File: src/grading_pkg.sv
// constants, types and notes for the weight grading hold logic
package grading_pkg;
    // register byte offsets
    localparam logic [7:0] CTRL_OFS = 8'h00;
    localparam logic [7:0] STATUS_OFS = 8'h04;
    localparam logic [7:0] DIFF_OFS = 8'h08;
    localparam logic [7:0] DISPLAY_OFS = 8'h0C;
    localparam logic [7:0] LEVEL_BASE_OFS = 8'h20; // eight levels, 0x20..0x3C
    // control field positions
    localparam int OPMODE_LSB = 0;   // 2 bits
    localparam int PRINT_LSB = 4;    // 2 bits
    localparam int AVG_LSB = 8;      // 4 bits
    localparam int APERTURE_LSB = 12; // 4 bits, tenths of a division
    localparam int CHECK_LSB = 16;   // 2 bits
    // control values
    localparam logic [1:0] OPMODE_NORMAL = 2'h0;
    localparam logic [1:0] OPMODE_GRADE_WEIGHT = 2'h1;
    localparam logic [1:0] OPMODE_GRADE_NUMBER = 2'h2;
    localparam logic [1:0] PRINT_AUTO2 = 2'h2;
    localparam logic [3:0] AVG_EIGHT = 4'h8;
    localparam logic [3:0] APERTURE_HALF = 4'h5;
    localparam logic [1:0] CHECK_SETPOINT = 2'h1;
    localparam logic [31:0] CTRL_RESET = 32'h0000_0000;
    localparam logic [31:0] LEVEL_RESET = 32'h0000_0000;
    localparam int NUM_LEVELS = 8;
    // timing
    localparam int HOLD_TIME_MS = 2000;
    localparam int CLK_HZ = 40_000_000;
    localparam int HOLD_CYCLES = (CLK_HZ / 1000) * HOLD_TIME_MS;
    // AXI responses
    localparam logic [1:0] RESP_OKAY = 2'h0;
    localparam logic [1:0] RESP_SLVERR = 2'h2;

    typedef struct packed {
        logic [1:0] check_mode;
        logic [3:0] aperture;
        logic [3:0] avg;
        logic [1:0] print_mode;
        logic [1:0] opmode;
    } ctrl_s;
endpackage : grading_pkg

File: src/weight_grading_hold_logic.sv
// weight grading and hold logic with an AXI4-Lite register slave
`timescale 1ns/1ps
`default_nettype none
module weight_grading_hold_logic
    import grading_pkg::*;
#(
    parameter int HOLD_COUNT = HOLD_CYCLES
)(
    // clock and reset
    input wire logic sys_clk,
    input wire logic nrst,
    // weight front end, same clock domain
    input wire logic signed [31:0] weight_in,
    input wire logic stable_in,
    // grading outputs
    output logic hold_active,
    output logic [NUM_LEVELS-1:0] grade_out,
    output logic accum_enable,
    output logic config_ok,
    output logic [23:0] display_digits,
    output logic display_is_grade,
    // axi4-lite write address
    input wire logic [7:0] s_axi_awaddr,
    input wire logic s_axi_awvalid,
    output logic s_axi_awready,
    // axi4-lite write data
    input wire logic [31:0] s_axi_wdata,
    input wire logic [3:0] s_axi_wstrb,
    input wire logic s_axi_wvalid,
    output logic s_axi_wready,
    // axi4-lite write response
    output logic [1:0] s_axi_bresp,
    output logic s_axi_bvalid,
    input wire logic s_axi_bready,
    // axi4-lite read
    input wire logic [7:0] s_axi_araddr,
    input wire logic s_axi_arvalid,
    output logic s_axi_arready,
    output logic [31:0] s_axi_rdata,
    output logic [1:0] s_axi_rresp,
    output logic s_axi_rvalid,
    input wire logic s_axi_rready
);

    // ----------------------------------------------------------------
    // register bus slave
    // ----------------------------------------------------------------
    logic [31:0] ctrl, next_ctrl;
    logic [31:0] level [NUM_LEVELS];
    logic [31:0] next_level [NUM_LEVELS];
    logic aw_held, next_aw_held, w_held, next_w_held;
    logic [7:0] aw_addr, next_aw_addr;
    logic [31:0] w_data, next_w_data;
    logic [3:0] w_strb, next_w_strb;
    logic next_bvalid, next_rvalid, next_awready, next_wready, next_arready;
    logic [1:0] next_bresp, next_rresp;
    logic [31:0] next_rdata;
    ctrl_s cfg;
    logic signed [31:0] diff;

    // each field is picked from its own position; the struct packs them tight, so a plain cast would misalign
    assign cfg = {ctrl[CHECK_LSB +: 2], ctrl[APERTURE_LSB +: 4], ctrl[AVG_LSB +: 4], ctrl[PRINT_LSB +: 2],
                  ctrl[OPMODE_LSB +: 2]};

    function automatic logic [31:0] merge(input logic [31:0] old, input logic [31:0] d, input logic [3:0] s);
        logic [31:0] r;
        r = old;
        for (int b = 0; b < 4; b++)
            if (s[b])
                r[b*8 +: 8] = d[b*8 +: 8];
        return r;
    endfunction : merge

    // write side takes address and data in either order, answers once both held
    always_comb
    begin
        logic do_write;
        logic [7:0] a;
        do_write = 1'b0;
        a = 8'h00;
        next_ctrl = ctrl;
        next_level = level;
        next_aw_held = aw_held;
        next_w_held = w_held;
        next_aw_addr = aw_addr;
        next_w_data = w_data;
        next_w_strb = w_strb;
        next_bvalid = s_axi_bvalid;
        next_bresp = s_axi_bresp;
        if (s_axi_awvalid && s_axi_awready)
        begin
            next_aw_held = 1'b1;
            next_aw_addr = s_axi_awaddr;
        end
        if (s_axi_wvalid && s_axi_wready)
        begin
            next_w_held = 1'b1;
            next_w_data = s_axi_wdata;
            next_w_strb = s_axi_wstrb;
        end
        if (s_axi_bvalid && s_axi_bready)
            next_bvalid = 1'b0;
        if (next_aw_held && next_w_held && !s_axi_bvalid)
        begin
            do_write = 1'b1;
            a = next_aw_addr;
            next_aw_held = 1'b0;
            next_w_held = 1'b0;
            next_bvalid = 1'b1;
            next_bresp = RESP_OKAY;
            if (a == CTRL_OFS)
                next_ctrl = merge(ctrl, next_w_data, next_w_strb);
            else if (a >= LEVEL_BASE_OFS && a <= LEVEL_BASE_OFS + 8'h1C && a[1:0] == 2'b00)
                next_level[a[4:2]] = merge(level[a[4:2]], next_w_data, next_w_strb);
            else if (a != STATUS_OFS && a != DIFF_OFS && a != DISPLAY_OFS)
                next_bresp = RESP_SLVERR;
        end
        next_awready = !next_aw_held && !next_bvalid && !do_write;
        next_wready = !next_w_held && !next_bvalid && !do_write;
    end

    // read side: one read under way, registered data
    always_comb
    begin
        next_rvalid = s_axi_rvalid;
        next_rdata = s_axi_rdata;
        next_rresp = s_axi_rresp;
        if (s_axi_rvalid && s_axi_rready)
            next_rvalid = 1'b0;
        if (s_axi_arvalid && s_axi_arready)
        begin
            next_rvalid = 1'b1;
            next_rresp = RESP_OKAY;
            next_rdata = 32'h0000_0000;
            if (s_axi_araddr == CTRL_OFS)
                next_rdata = {14'h0000, ctrl[17:0]};
            else if (s_axi_araddr == STATUS_OFS)
                next_rdata = {28'h0000000, display_is_grade, config_ok, accum_enable, hold_active};
            else if (s_axi_araddr == DIFF_OFS)
                next_rdata = diff;
            else if (s_axi_araddr == DISPLAY_OFS)
                next_rdata = {8'h00, display_digits};
            else if (s_axi_araddr >= LEVEL_BASE_OFS && s_axi_araddr <= LEVEL_BASE_OFS + 8'h1C
                     && s_axi_araddr[1:0] == 2'b00)
                next_rdata = level[s_axi_araddr[4:2]];
            else
                next_rresp = RESP_SLVERR;
        end
        // address taken whenever no read answer is pending, so arready also rises after reset
        next_arready = !next_rvalid;
    end

    // bus registers
    always_ff @(posedge sys_clk)
    begin
        if (!nrst)
        begin
            ctrl <= CTRL_RESET;
            for (int i = 0; i < NUM_LEVELS; i++)
                level[i] <= LEVEL_RESET;
            aw_held <= 1'b0;
            w_held <= 1'b0;
            aw_addr <= 8'h00;
            w_data <= 32'h0000_0000;
            w_strb <= 4'h0;
            s_axi_awready <= 1'b0;
            s_axi_wready <= 1'b0;
            s_axi_bvalid <= 1'b0;
            s_axi_bresp <= RESP_OKAY;
            s_axi_arready <= 1'b0;
            s_axi_rvalid <= 1'b0;
            s_axi_rdata <= 32'h0000_0000;
            s_axi_rresp <= RESP_OKAY;
        end
        else
        begin
            ctrl <= next_ctrl;
            level <= next_level;
            aw_held <= next_aw_held;
            w_held <= next_w_held;
            aw_addr <= next_aw_addr;
            w_data <= next_w_data;
            w_strb <= next_w_strb;
            s_axi_awready <= next_awready;
            s_axi_wready <= next_wready;
            s_axi_bvalid <= next_bvalid;
            s_axi_bresp <= next_bresp;
            s_axi_arready <= next_arready;
            s_axi_rvalid <= next_rvalid;
            s_axi_rdata <= next_rdata;
            s_axi_rresp <= next_rresp;
        end
    end

    // ----------------------------------------------------------------
    // grading and hold
    // ----------------------------------------------------------------
    logic stable_d, next_stable_d, have_prev, next_have_prev;
    logic signed [31:0] prev_w, next_prev_w, next_diff;
    logic [31:0] hold_cnt, next_hold_cnt;
    logic [NUM_LEVELS-1:0] next_grade_out;
    logic [3:0] grade_num;
    logic next_hold_active, next_accum_enable, next_config_ok, next_display_is_grade;
    logic [23:0] next_display_digits;
    logic grading_mode, take;

    // a new stable sample is the rising edge of the stability flag
    assign take = stable_in && !stable_d;
    assign grading_mode = (cfg.opmode == OPMODE_GRADE_WEIGHT) || (cfg.opmode == OPMODE_GRADE_NUMBER);

    // descending search, first level at or below the difference wins
    // between levels the lower-numbered one reports
    always_comb
    begin
        grade_num = 4'h0;
        for (int i = 0; i < NUM_LEVELS; i++)
            if (grade_num == 4'h0 && $signed(level[NUM_LEVELS-1-i]) <= next_diff)
                grade_num = 4'(NUM_LEVELS - i);
    end

    always_comb
    begin
        next_stable_d = stable_in;
        next_have_prev = have_prev;
        next_prev_w = prev_w;
        next_diff = diff;
        next_hold_cnt = hold_cnt;
        next_display_digits = display_digits;
        next_display_is_grade = display_is_grade;
        next_grade_out = grade_out;
        if (take)
        begin
            next_prev_w = weight_in;
            next_have_prev = 1'b1;
        end
        if (!grading_mode)
            next_hold_cnt = 32'h0;
        else if (take && have_prev)
        begin
            // difference of successive stable readings, magnitude for add or remove
            next_diff = (weight_in >= prev_w) ? weight_in - prev_w : prev_w - weight_in;
            // restart the cycle counter on every new difference
            // a fresh difference replaces the one still on show
            next_hold_cnt = HOLD_COUNT;
        end
        else if (hold_cnt != 32'h0)
            next_hold_cnt = hold_cnt - 32'h1;
        if (grading_mode && take && have_prev)
        begin
            // grade mode display; recompute on restabilising
            // one digit in all six places
            if (cfg.opmode == OPMODE_GRADE_NUMBER)
            begin
                next_display_digits = {6{grade_num}};
                next_display_is_grade = 1'b1;
            end
            // weight mode display of the difference
            else
            begin
                next_display_digits = next_diff[23:0];
                next_display_is_grade = 1'b0;
            end
            next_grade_out = (grade_num == 4'h0) ? '0 : NUM_LEVELS'(1) << (grade_num - 4'h1);
        end
        next_hold_active = next_hold_cnt != 32'h0;
        // grade outputs only while the hold timer runs
        if (!next_hold_active)
            next_grade_out = '0;
        // accumulator only under auto print 2
        next_accum_enable = cfg.print_mode == PRINT_AUTO2;
        // report whether the front end settings suit grading
        next_config_ok = grading_mode && cfg.avg == AVG_EIGHT && cfg.aperture == APERTURE_HALF
                         && cfg.check_mode == CHECK_SETPOINT;
    end

    // grading registers
    always_ff @(posedge sys_clk)
    begin
        if (!nrst)
        begin
            stable_d <= 1'b0;
            have_prev <= 1'b0;
            prev_w <= 32'sh0;
            diff <= 32'sh0;
            hold_cnt <= 32'h0;
            hold_active <= 1'b0;
            grade_out <= '0;
            accum_enable <= 1'b0;
            config_ok <= 1'b0;
            display_digits <= 24'h000000;
            display_is_grade <= 1'b0;
        end
        else
        begin
            stable_d <= next_stable_d;
            have_prev <= next_have_prev;
            prev_w <= next_prev_w;
            diff <= next_diff;
            hold_cnt <= next_hold_cnt;
            hold_active <= next_hold_active;
            grade_out <= next_grade_out;
            accum_enable <= next_accum_enable;
            config_ok <= next_config_ok;
            display_digits <= next_display_digits;
            display_is_grade <= next_display_is_grade;
        end
    end

    // ----------------------------------------------------------------
    // assertions
    // ----------------------------------------------------------------
    hold_start_a: assert property (@(posedge sys_clk) disable iff (!nrst)
        (grading_mode && take && have_prev) |=> hold_active && hold_cnt == HOLD_COUNT)
        else $error("hold did not start on new difference");
    outputs_gated_a: assert property (@(posedge sys_clk) disable iff (!nrst)
        !hold_active |-> grade_out == '0)
        else $error("grade output live outside hold");
    accum_sel_a: assert property (@(posedge sys_clk) disable iff (!nrst)
        ##1 accum_enable == ($past(cfg.print_mode) == PRINT_AUTO2))
        else $error("accumulator enable wrong");
    grade_digits_a: assert property (@(posedge sys_clk) disable iff (!nrst)
        display_is_grade |-> display_digits == {6{display_digits[3:0]}})
        else $error("grade digit not repeated");
    hold_count_a: assert property (@(posedge sys_clk) disable iff (!nrst)
        (hold_cnt > 32'h1 && !take && grading_mode) |=> hold_cnt == $past(hold_cnt) - 32'h1)
        else $error("hold counter did not decrement");
    diff_a: assert property (@(posedge sys_clk) disable iff (!nrst)
        (grading_mode && take && have_prev && weight_in >= prev_w) |=> diff == $past(weight_in) - $past(prev_w))
        else $error("difference wrong");
    hold_cover_c: cover property (@(posedge sys_clk) disable iff (!nrst) $fell(hold_active));
    regrade_cover_c: cover property (@(posedge sys_clk) disable iff (!nrst) hold_active && take && have_prev);
    grade_cover_c: cover property (@(posedge sys_clk) disable iff (!nrst) display_is_grade && grade_out[7]);

endmodule : weight_grading_hold_logic
`default_nettype wire
File: config.mk
export PLATFORM = sky130hd
export DESIGN_NAME = weight_grading_hold_logic
export DESIGN_NICKNAME = d
export VERILOG_FILES = /design/src/grading_pkg.sv /design/src/weight_grading_hold_logic.sv
export SDC_FILE = /design/constraint.sdc
export NUM_CORES = 2
export LEC_CHECK = 0
export ABC_AREA = 1
export BUFFER_PORTS_ARGS = -buffer_cell sky130_fd_sc_hd__clkbuf_2
export CORE_MARGIN = 10
export CORE_UTILIZATION = 35
export CTS_BUF_LIST = sky130_fd_sc_hd__clkbuf_4 sky130_fd_sc_hd__clkbuf_8
export CTS_CLUSTER_SIZE = 40
export DETAILED_ROUTE_END_ITERATION = 12
export GPL_TIMING_DRIVEN = 0
export PLACE_DENSITY = 0.57
export SETUP_SLACK_MARGIN = 0.5
export SYNTH_ARGS = -nofsm -noshare
export SYNTH_HDL_FRONTEND = slang
export SYNTH_SLANG_ARGS = --single-unit
File: constraint.sdc
create_clock -name sys_clk -period 5.45 [get_ports sys_clk]
set_input_delay 0.8175 -clock sys_clk [delete_from_list [all_inputs] [get_ports sys_clk]]
set_output_delay 0.8175 -clock sys_clk [all_outputs]
set_load 0.01 [all_outputs]
== Yosys cells after proc, flatten, opt, wreduce, memory -nomap -nowiden ==
Cells that the tools add are included.

* Bits in read-only memories: 0
* Bits in latches: 0
* Word-level logic and storage cells: 197
* Bits in registers: 495
* RAM bits: 0
* Input bits: 92
* Memories kept: 0

* Multiply operators: 0
* Shift-type cells: 1
* Eq/ne operators: 12
* $add $sub $neg: 4
* Muxes and demuxes: 67
* Div/mod/pow operators: 0
* Magnitude comparators: 16
* Reductions and logical operators: 59
* Bitwise operators: 3

{| class="wikitable"
|+ Operators with widths
! operator !! count
|-
| 2-to-1 mux 32 bit || 17
|-
| bitwise mux 256 bit || 1
|-
| <= comparator 32 bit || 8
|-
| binary-select mux 32 bit (select 3 bit) || 2
|-
| 2-to-1 mux 8 bit || 18
|-
| demux 32 bit (select 3 bit) || 1
|-
| nonzero test 32 bit || 2
|-
| subtractor 32 bit || 2
|-
| 2-to-1 mux 4 bit || 9
|-
| greater-or-equal comparator 32 bit || 1
|-
| logical AND 1 bit || 32
|-
| logical NOT 4 bit || 8
|-
| subtractor 32 x 1 -> 32 bit, second input constant || 1
|-
| 2-to-1 mux 24 bit || 1
|-
| equality test 8 x 4 -> 1 bit, second input constant || 2
|-
| greater-or-equal comparator 8 x 6 -> 1 bit, second input constant || 2
|-
| <= comparator 8 x 6 -> 1 bit, second input constant || 2
|-
| logical NOT 8 bit || 2
|-
| 2-to-1 mux 2 bit || 8
|-
| != test 8 x 4 -> 1 bit, second input constant || 2
|-
| AND reduction 3 bit || 4
|-
| 2-to-1 mux 1 bit || 10
|-
| equality test 8 x 3 -> 1 bit, second input constant || 1
|-
| greater-or-equal comparator 4 bit, second input constant || 2
|-
| 14 further kinds || 24
|}

== Depth between registers and ports, before layout ==
* Depth after elaboration: 31
* Gate-level depth with buffers: 40

== Worst setup path after synthesis ==
Ideal clock, no wire load.

* Path kind: input to register
* From: input weight_in[0]
* To: register display_digits[0]
* Arrival time: 5.020 ns
* Library setup time: 0.123 ns
* Slack: 0.307 ns
* Stages: 37
* Path buffers: 1
* Cell sequence: inv_1 ha_1 inv_1 fa_1 inv_1 o21ai_2 a21oi_2 o21ai_2 nand2_1 nand2_1 nand2_1 nand3_2 inv_2 buf_4 nand2_1 nand2_1 inv_1 o21ai_0 ha_1 a21oi_1 nor2_1 nor2_1 nand2_1 nand2_1 nand2_1 nand2_1 nand2_1 nand2_1 nand3_1 nor2_2 nand3_1 nor2_1 inv_1 nand2_1 nand2_1 nand2_1 a21oi_1

* Word-level cells in the longest chain between the ends: 28
* Elaborated cells between the ends (all ways): 37
* Those cells by class: add/sub: 2; order compare: 9; mux: 12; reduce/logical: 14

{| class="wikitable"
|+ Ends and longest elaborated chain
! what !! line !! RTL
|-
| start: declaration || weight_grading_hold_logic.sv:13 || <nowiki>input wire logic signed [31:0] weight_in,</nowiki>
|-
| subtractor 32 bit or greater-or-equal comparator 32 bit (tied branches) || weight_grading_hold_logic.sv:241 || <nowiki>next_diff = (weight_in >= prev_w) ? weight_in - prev_w : prev_w - weight_in;</nowiki>
|-
| 2-to-1 mux 32 bit (*) || weight_grading_hold_logic.sv:241 ||
|-
| 2-to-1 mux 32 bit (*) || weight_grading_hold_logic.sv:238 || <nowiki>else if (take && have_prev)</nowiki>
|-
| 2-to-1 mux 32 bit (*) || weight_grading_hold_logic.sv:236 || <nowiki>if (!grading_mode)</nowiki>
|-
| <= comparator 32 bit || weight_grading_hold_logic.sv:217 || <nowiki>if (grade_num == 4'h0 && $signed(level[NUM_LEVELS-1-i]) <= next_diff)</nowiki>
|-
| 2-to-1 mux 4 bit || weight_grading_hold_logic.sv:217 ||
|-
| logical NOT 4 bit || weight_grading_hold_logic.sv:217 ||
|-
| logical AND 1 bit || weight_grading_hold_logic.sv:217 ||
|-
| (+12 left out) || - ||
|-
| 2-to-1 mux 4 bit || weight_grading_hold_logic.sv:217 ||
|-
| logical NOT 4 bit || weight_grading_hold_logic.sv:217 ||
|-
| logical AND 1 bit || weight_grading_hold_logic.sv:217 ||
|-
| 2-to-1 mux 4 bit || weight_grading_hold_logic.sv:217 ||
|-
| logical NOT 4 bit || weight_grading_hold_logic.sv:217 ||
|-
| logical AND 1 bit || weight_grading_hold_logic.sv:217 ||
|-
| 2-to-1 mux 4 bit || weight_grading_hold_logic.sv:217 ||
|-
| 2-to-1 mux 24 bit (*) || weight_grading_hold_logic.sv:252 || <nowiki>if (cfg.opmode == OPMODE_GRADE_NUMBER)</nowiki>
|-
| end signal: assignment || weight_grading_hold_logic.sv:304 || <nowiki>display_digits <= next_display_digits;</nowiki>
|-
| end: declaration || weight_grading_hold_logic.sv:20 || <nowiki>output logic [23:0] display_digits,</nowiki>
|}

Every way passes the cells marked *; elsewhere a longest branch is shown, timed or not.
A chain may end at the register's enable or synchronous reset.

== Final worst setup path ==
* From: register prev_w[16]
* To: register display_digits[8]

* Word-level cells in the longest chain between the ends: 28
* Elaborated cells between the ends (all ways): 37
* Those cells by class: add/sub: 2; order compare: 9; mux: 12; reduce/logical: 14

{| class="wikitable"
|+ Ends and longest elaborated chain
! what !! line !! RTL
|-
| start: declaration || weight_grading_hold_logic.sv:199 || <nowiki>logic signed [31:0] prev_w, next_prev_w, next_diff;</nowiki>
|-
| start signal: assignment || weight_grading_hold_logic.sv:297 || <nowiki>prev_w <= next_prev_w;</nowiki>
|-
| subtractor 32 bit or greater-or-equal comparator 32 bit (tied branches) || weight_grading_hold_logic.sv:241 ||
|-
| 2-to-1 mux 32 bit (*) || weight_grading_hold_logic.sv:241 ||
|-
| 2-to-1 mux 32 bit (*) || weight_grading_hold_logic.sv:238 ||
|-
| 2-to-1 mux 32 bit (*) || weight_grading_hold_logic.sv:236 ||
|-
| <= comparator 32 bit || weight_grading_hold_logic.sv:217 ||
|-
| 2-to-1 mux 4 bit || weight_grading_hold_logic.sv:217 ||
|-
| logical NOT 4 bit || weight_grading_hold_logic.sv:217 ||
|-
| logical AND 1 bit || weight_grading_hold_logic.sv:217 ||
|-
| (+12 left out) || - ||
|-
| 2-to-1 mux 4 bit || weight_grading_hold_logic.sv:217 ||
|-
| logical NOT 4 bit || weight_grading_hold_logic.sv:217 ||
|-
| logical AND 1 bit || weight_grading_hold_logic.sv:217 ||
|-
| 2-to-1 mux 4 bit || weight_grading_hold_logic.sv:217 ||
|-
| logical NOT 4 bit || weight_grading_hold_logic.sv:217 ||
|-
| logical AND 1 bit || weight_grading_hold_logic.sv:217 ||
|-
| 2-to-1 mux 4 bit || weight_grading_hold_logic.sv:217 ||
|-
| 2-to-1 mux 24 bit (*) || weight_grading_hold_logic.sv:252 ||
|}

Marks and branches as above.

==> summary.md <==
| Metric | Value |
|---|---|
| Pwr Total | 10.1 mW |
| Antenna Nets Post-Route | 0 |
| Hold WC Path Type | in2reg |
| CTS tree | yes |
| Vert. Die Dim | 329 microns |
| Clock power frac | 0.422 |
| Vias in the first global route | 34852 |
| Met1 wire length | 63300 microns |
| Final setup violation count | 0 |
| WL final | 166000 microns |
| Post-synth EDFFs | 0 |
| CP top delay family | compound AO/OA/AOI/OAI gates |
| # IOs | 169 |
| Drt pass-1 iters | 6 |
| DR WL/cell | 25.3 microns |
| Sw Ratio | 0.339 |
| Area Overhead vs Synth | 21.3% |
| Status | complete, but fails checks |
| GR Overflow Total | 0 |
| Failing checks | max-capacitance violations, max-slew violations |
| Crit path max fanout | 6 |
| DRC errors left | 0 |
| Global-route wire length before repair | 233000 microns |
| Cell internal pwr | 6.67 mW |
| Syn Std Cell Area | 33400 sq um |
| Final worst path period share | 0.939 |
| Synth async-reset ratio | 0 |
| Required @ worst endpoint | 6.13 ns |
| Pwr dens | 249 nW/um^2 |
| Final min period | 5.12 ns |
| Initial Util | 0.352 |
| CORE AREA | 94900 sq um |
| Synth Warn # | 0 |
| Mapped Cells | 4859 |
| P_sw | 3.43 mW |
| Setup TNS | 0 ns |
| #FFs+latches synth | 493 |
| Num CTS Buffers | 94 |
| FP Rows | 113 |
| DR iter-0 viols | 4721 |
| Largest net degree at the start of global routing | 13 |
| Relative slew slack | -0.00838 |
| H-tree depth | 3 |
| RePlAce Congestion | 1.04 |
| Clock Skew | 0.0709 ns |
| RSZ-0062 raised after global routing | yes |
| Max incr delay on CP | 0.58 ns |
| Logic pwr share | 0.211 |
| Post-DP HPWL | 126000 microns |
| Root buffer cell | clkbuf_8 |
| Final Max Slew Viols | 1 |
| Max-cap violation count | 1 |
| Clock Sinks | 493 |
| Initial antenna violation count | 7 |
| Yosys cell types | 67 |
| Hold buffers post-CTS | 0 |
| Worst Max-Slew Pin Slew | 1.50 ns |
| CP endpoint kind | flip-flop |
| Critical path arrival | 5.80 ns |
| Layout cells sized above 1 | 0.162 |
| Worst vdd ir | 160 uV |
| GRT Overall Usage | 0.291 |
| CP startpoint kind | flip-flop |
| Clock-pin slew on the worst setup and hold paths | 0.06 ns |
| NumNets Final | 5628 |
| WL met2 | 72500 microns |
| Met3 wire len | 17900 microns |
| Seq pwr share | 0.368 |
| Pleak | 19.4 nW |
| Die area | 108000 sq um |
| CTS max path bufs | 3 |
| Highest clock rate | 195 MHz |
| Via density | 5.61 |
| CP Buf/Inv Count | 2 |
| Final Hold Slack | 0.277 ns |
| Post-synthesis sequential area ratio | 0.295 |
| Mean Syn Cell Area | 6.88 sq um |
| Port Buffer Count | 166 |
| Clk_lat worst skew | 0.78 ns |
| CP max-delay cell | a21oi_1 |
| Top routing layer in use | met5 |
| Hold violation count in the final report | 0 |
| Setup Crit Path Kind | reg2reg |
| Via count | 36787 |
| Die X | 329 microns |
| Top FF cell, synth | dfxtp_1 |
path summary, 6_finish.rpt:
path	startpoint	endpoint	slack (ns)	depth (start not counted)
max	prev_w[16]	display_digits[8]	0.33	26
min reg2reg	aw_held	s_axi_awready	0.42	1
min	stable_in	stable_d	0.28	3
max reg2reg	prev_w[16]	display_digits[8]	0.33	26
kinds of logic (layout without fill, tap and decap cells):
group                    after synthesis  in the layout  synth area share
buffers and inverters               1038           1461             0.121
adder cells (fa/ha/maj)              324            324             0.122
AND/OR/NAND/NOR                     1357           1357             0.171
other                                  1              8          0.000112
XOR/XNOR                              66             66            0.0173
multiplexers                          36             36            0.0108
flip-flops                           493            493             0.295
AO/OA/AOI/OAI                       1544           1545             0.263
cell usage in the layout, fill, tap and decap left out, types with 30 or more instances in the layout:
master	instances
clkbuf_2	169
a21oi_1	551
o22ai_1	175
xor2_1	47
o2111ai_1	30
mux2i_1	36
o21ai_1	177
dfxtp_1	490
nand4_1	58
nand2_1	681
clkbuf_8	116
o21ai_2	59
nand2_2	43
ha_1	284
inv_1	777
o211ai_1	53
a21oi_2	48
nor2_1	322
nand3_1	105
o21ai_0	313
buf_4	79
clkbuf_1	146
what timing repair did:
item | 4_1_cts | 5_1_grt
pin swaps | 60 | 68
endpoints found under the hold margin | 0 | 0
resized for setup | 273 | 153
cloned | 3 | 1
endpoints found under the setup margin | 32 | 32
buffers inserted | 53 | 33
stage by stage:
stage | cell area [sq um] | std cells | worst slack (ns) | util
2_1_floorplan | 33400 | 4860 | 0.501 | -
3_3_place_gp | 35900 | 6291 | -2.68 | 0.378
3_5_place_dp | 35900 | 6291 | -2.12 | 0.378
4_1_cts | 39600 | 6515 | 0.466 | 0.418
5_1_grt | 40500 | 6552 | 0.214 | 0.427
6_report | 40500 | 6555 | 0.333 | 0.427
power groups by stage:
stage / Clock (mW) / Sequential (mW) / Combinational (mW)
after floorplan: 0 / 3.78 / 1.06
after CTS: 4.26 / 3.71 / 1.97
after detailed placement: 0 / 3.79 / 1.82
after global routing: 4.44 / 3.72 / 2.21
after global placement: 0 / 3.78 / 1.81
final: 4.26 / 3.71 / 2.13
per-layer routing:
metal	global-route usage	vias up
met5	0.00798	-
met2	0.460	2045
met1	0.347	17089
met4	0.184	8
met3	0.0779	583
li1	-	17062
tightest hold or removal path, delay by kind of cell:
kind                   cells  cell delay (ns)
buffers and inverters      2             0.13
and+or+nand+nor            1             0.04
registers in the layout (all words and copies together) (netlist names), 4 cells and up:
name,count
prev_w,32
grade_out,8
aw_addr,8
s_axi_rdata,32
diff,32
w_strb,4
display_digits,24
level,256
w_data,32
hold_cnt,32
ctrl,18
layout make-up:
| cell class | instances | area (sq um) |
|---|---|---|
| Fill cell | 9892 | 54300 |
| Timing Repair Buffer | 253 | 1640 |
| Buffer | 229 | 1090 |
| Sequential cell | 493 | 9870 |
| Timing Repair inverter | 2 | 12.5 |
| Tap cell | 1265 | 1580 |
| Inverter | 809 | 3090 |
| Antenna cell | 6 | 15.0 |
| Clock buffer | 140 | 1780 |
| Multi-Input combinational cell | 3330 | 21100 |
| Clock inverter | 28 | 325 |
cells in the mapped netlist (all sizes together) (3+ instances only):
cell type,number,area [sq um]
clkbuf,152,573
nor3,27,140
and2,3,18.8
a211oi,6,45.0
o21bai,9,67.6
xor2,47,412
a21o,17,128
inv,804,3030
dfxtp,493,9870
o211ai,53,398
o31ai,3,22.5
mux2i,36,360
o311ai,8,70.1
o21ai,577,3080
ha,322,4030
o22ai,175,1090
nand4,63,425
o2111ai,30,263
and3,3,18.8
xnor2,19,166
o221ai,3,26.3
clkinv,5,18.8
a21boi,3,22.5
nand2,741,2830
a21oi,604,3030
or2,20,128
nand3,125,631
nor4,12,75.1
a31oi,10,62.6
o21a,21,158
nand3b,3,22.5
a221oi,18,245
nor2,357,1390
buf,77,432
(Power assumes the default switching activity.)
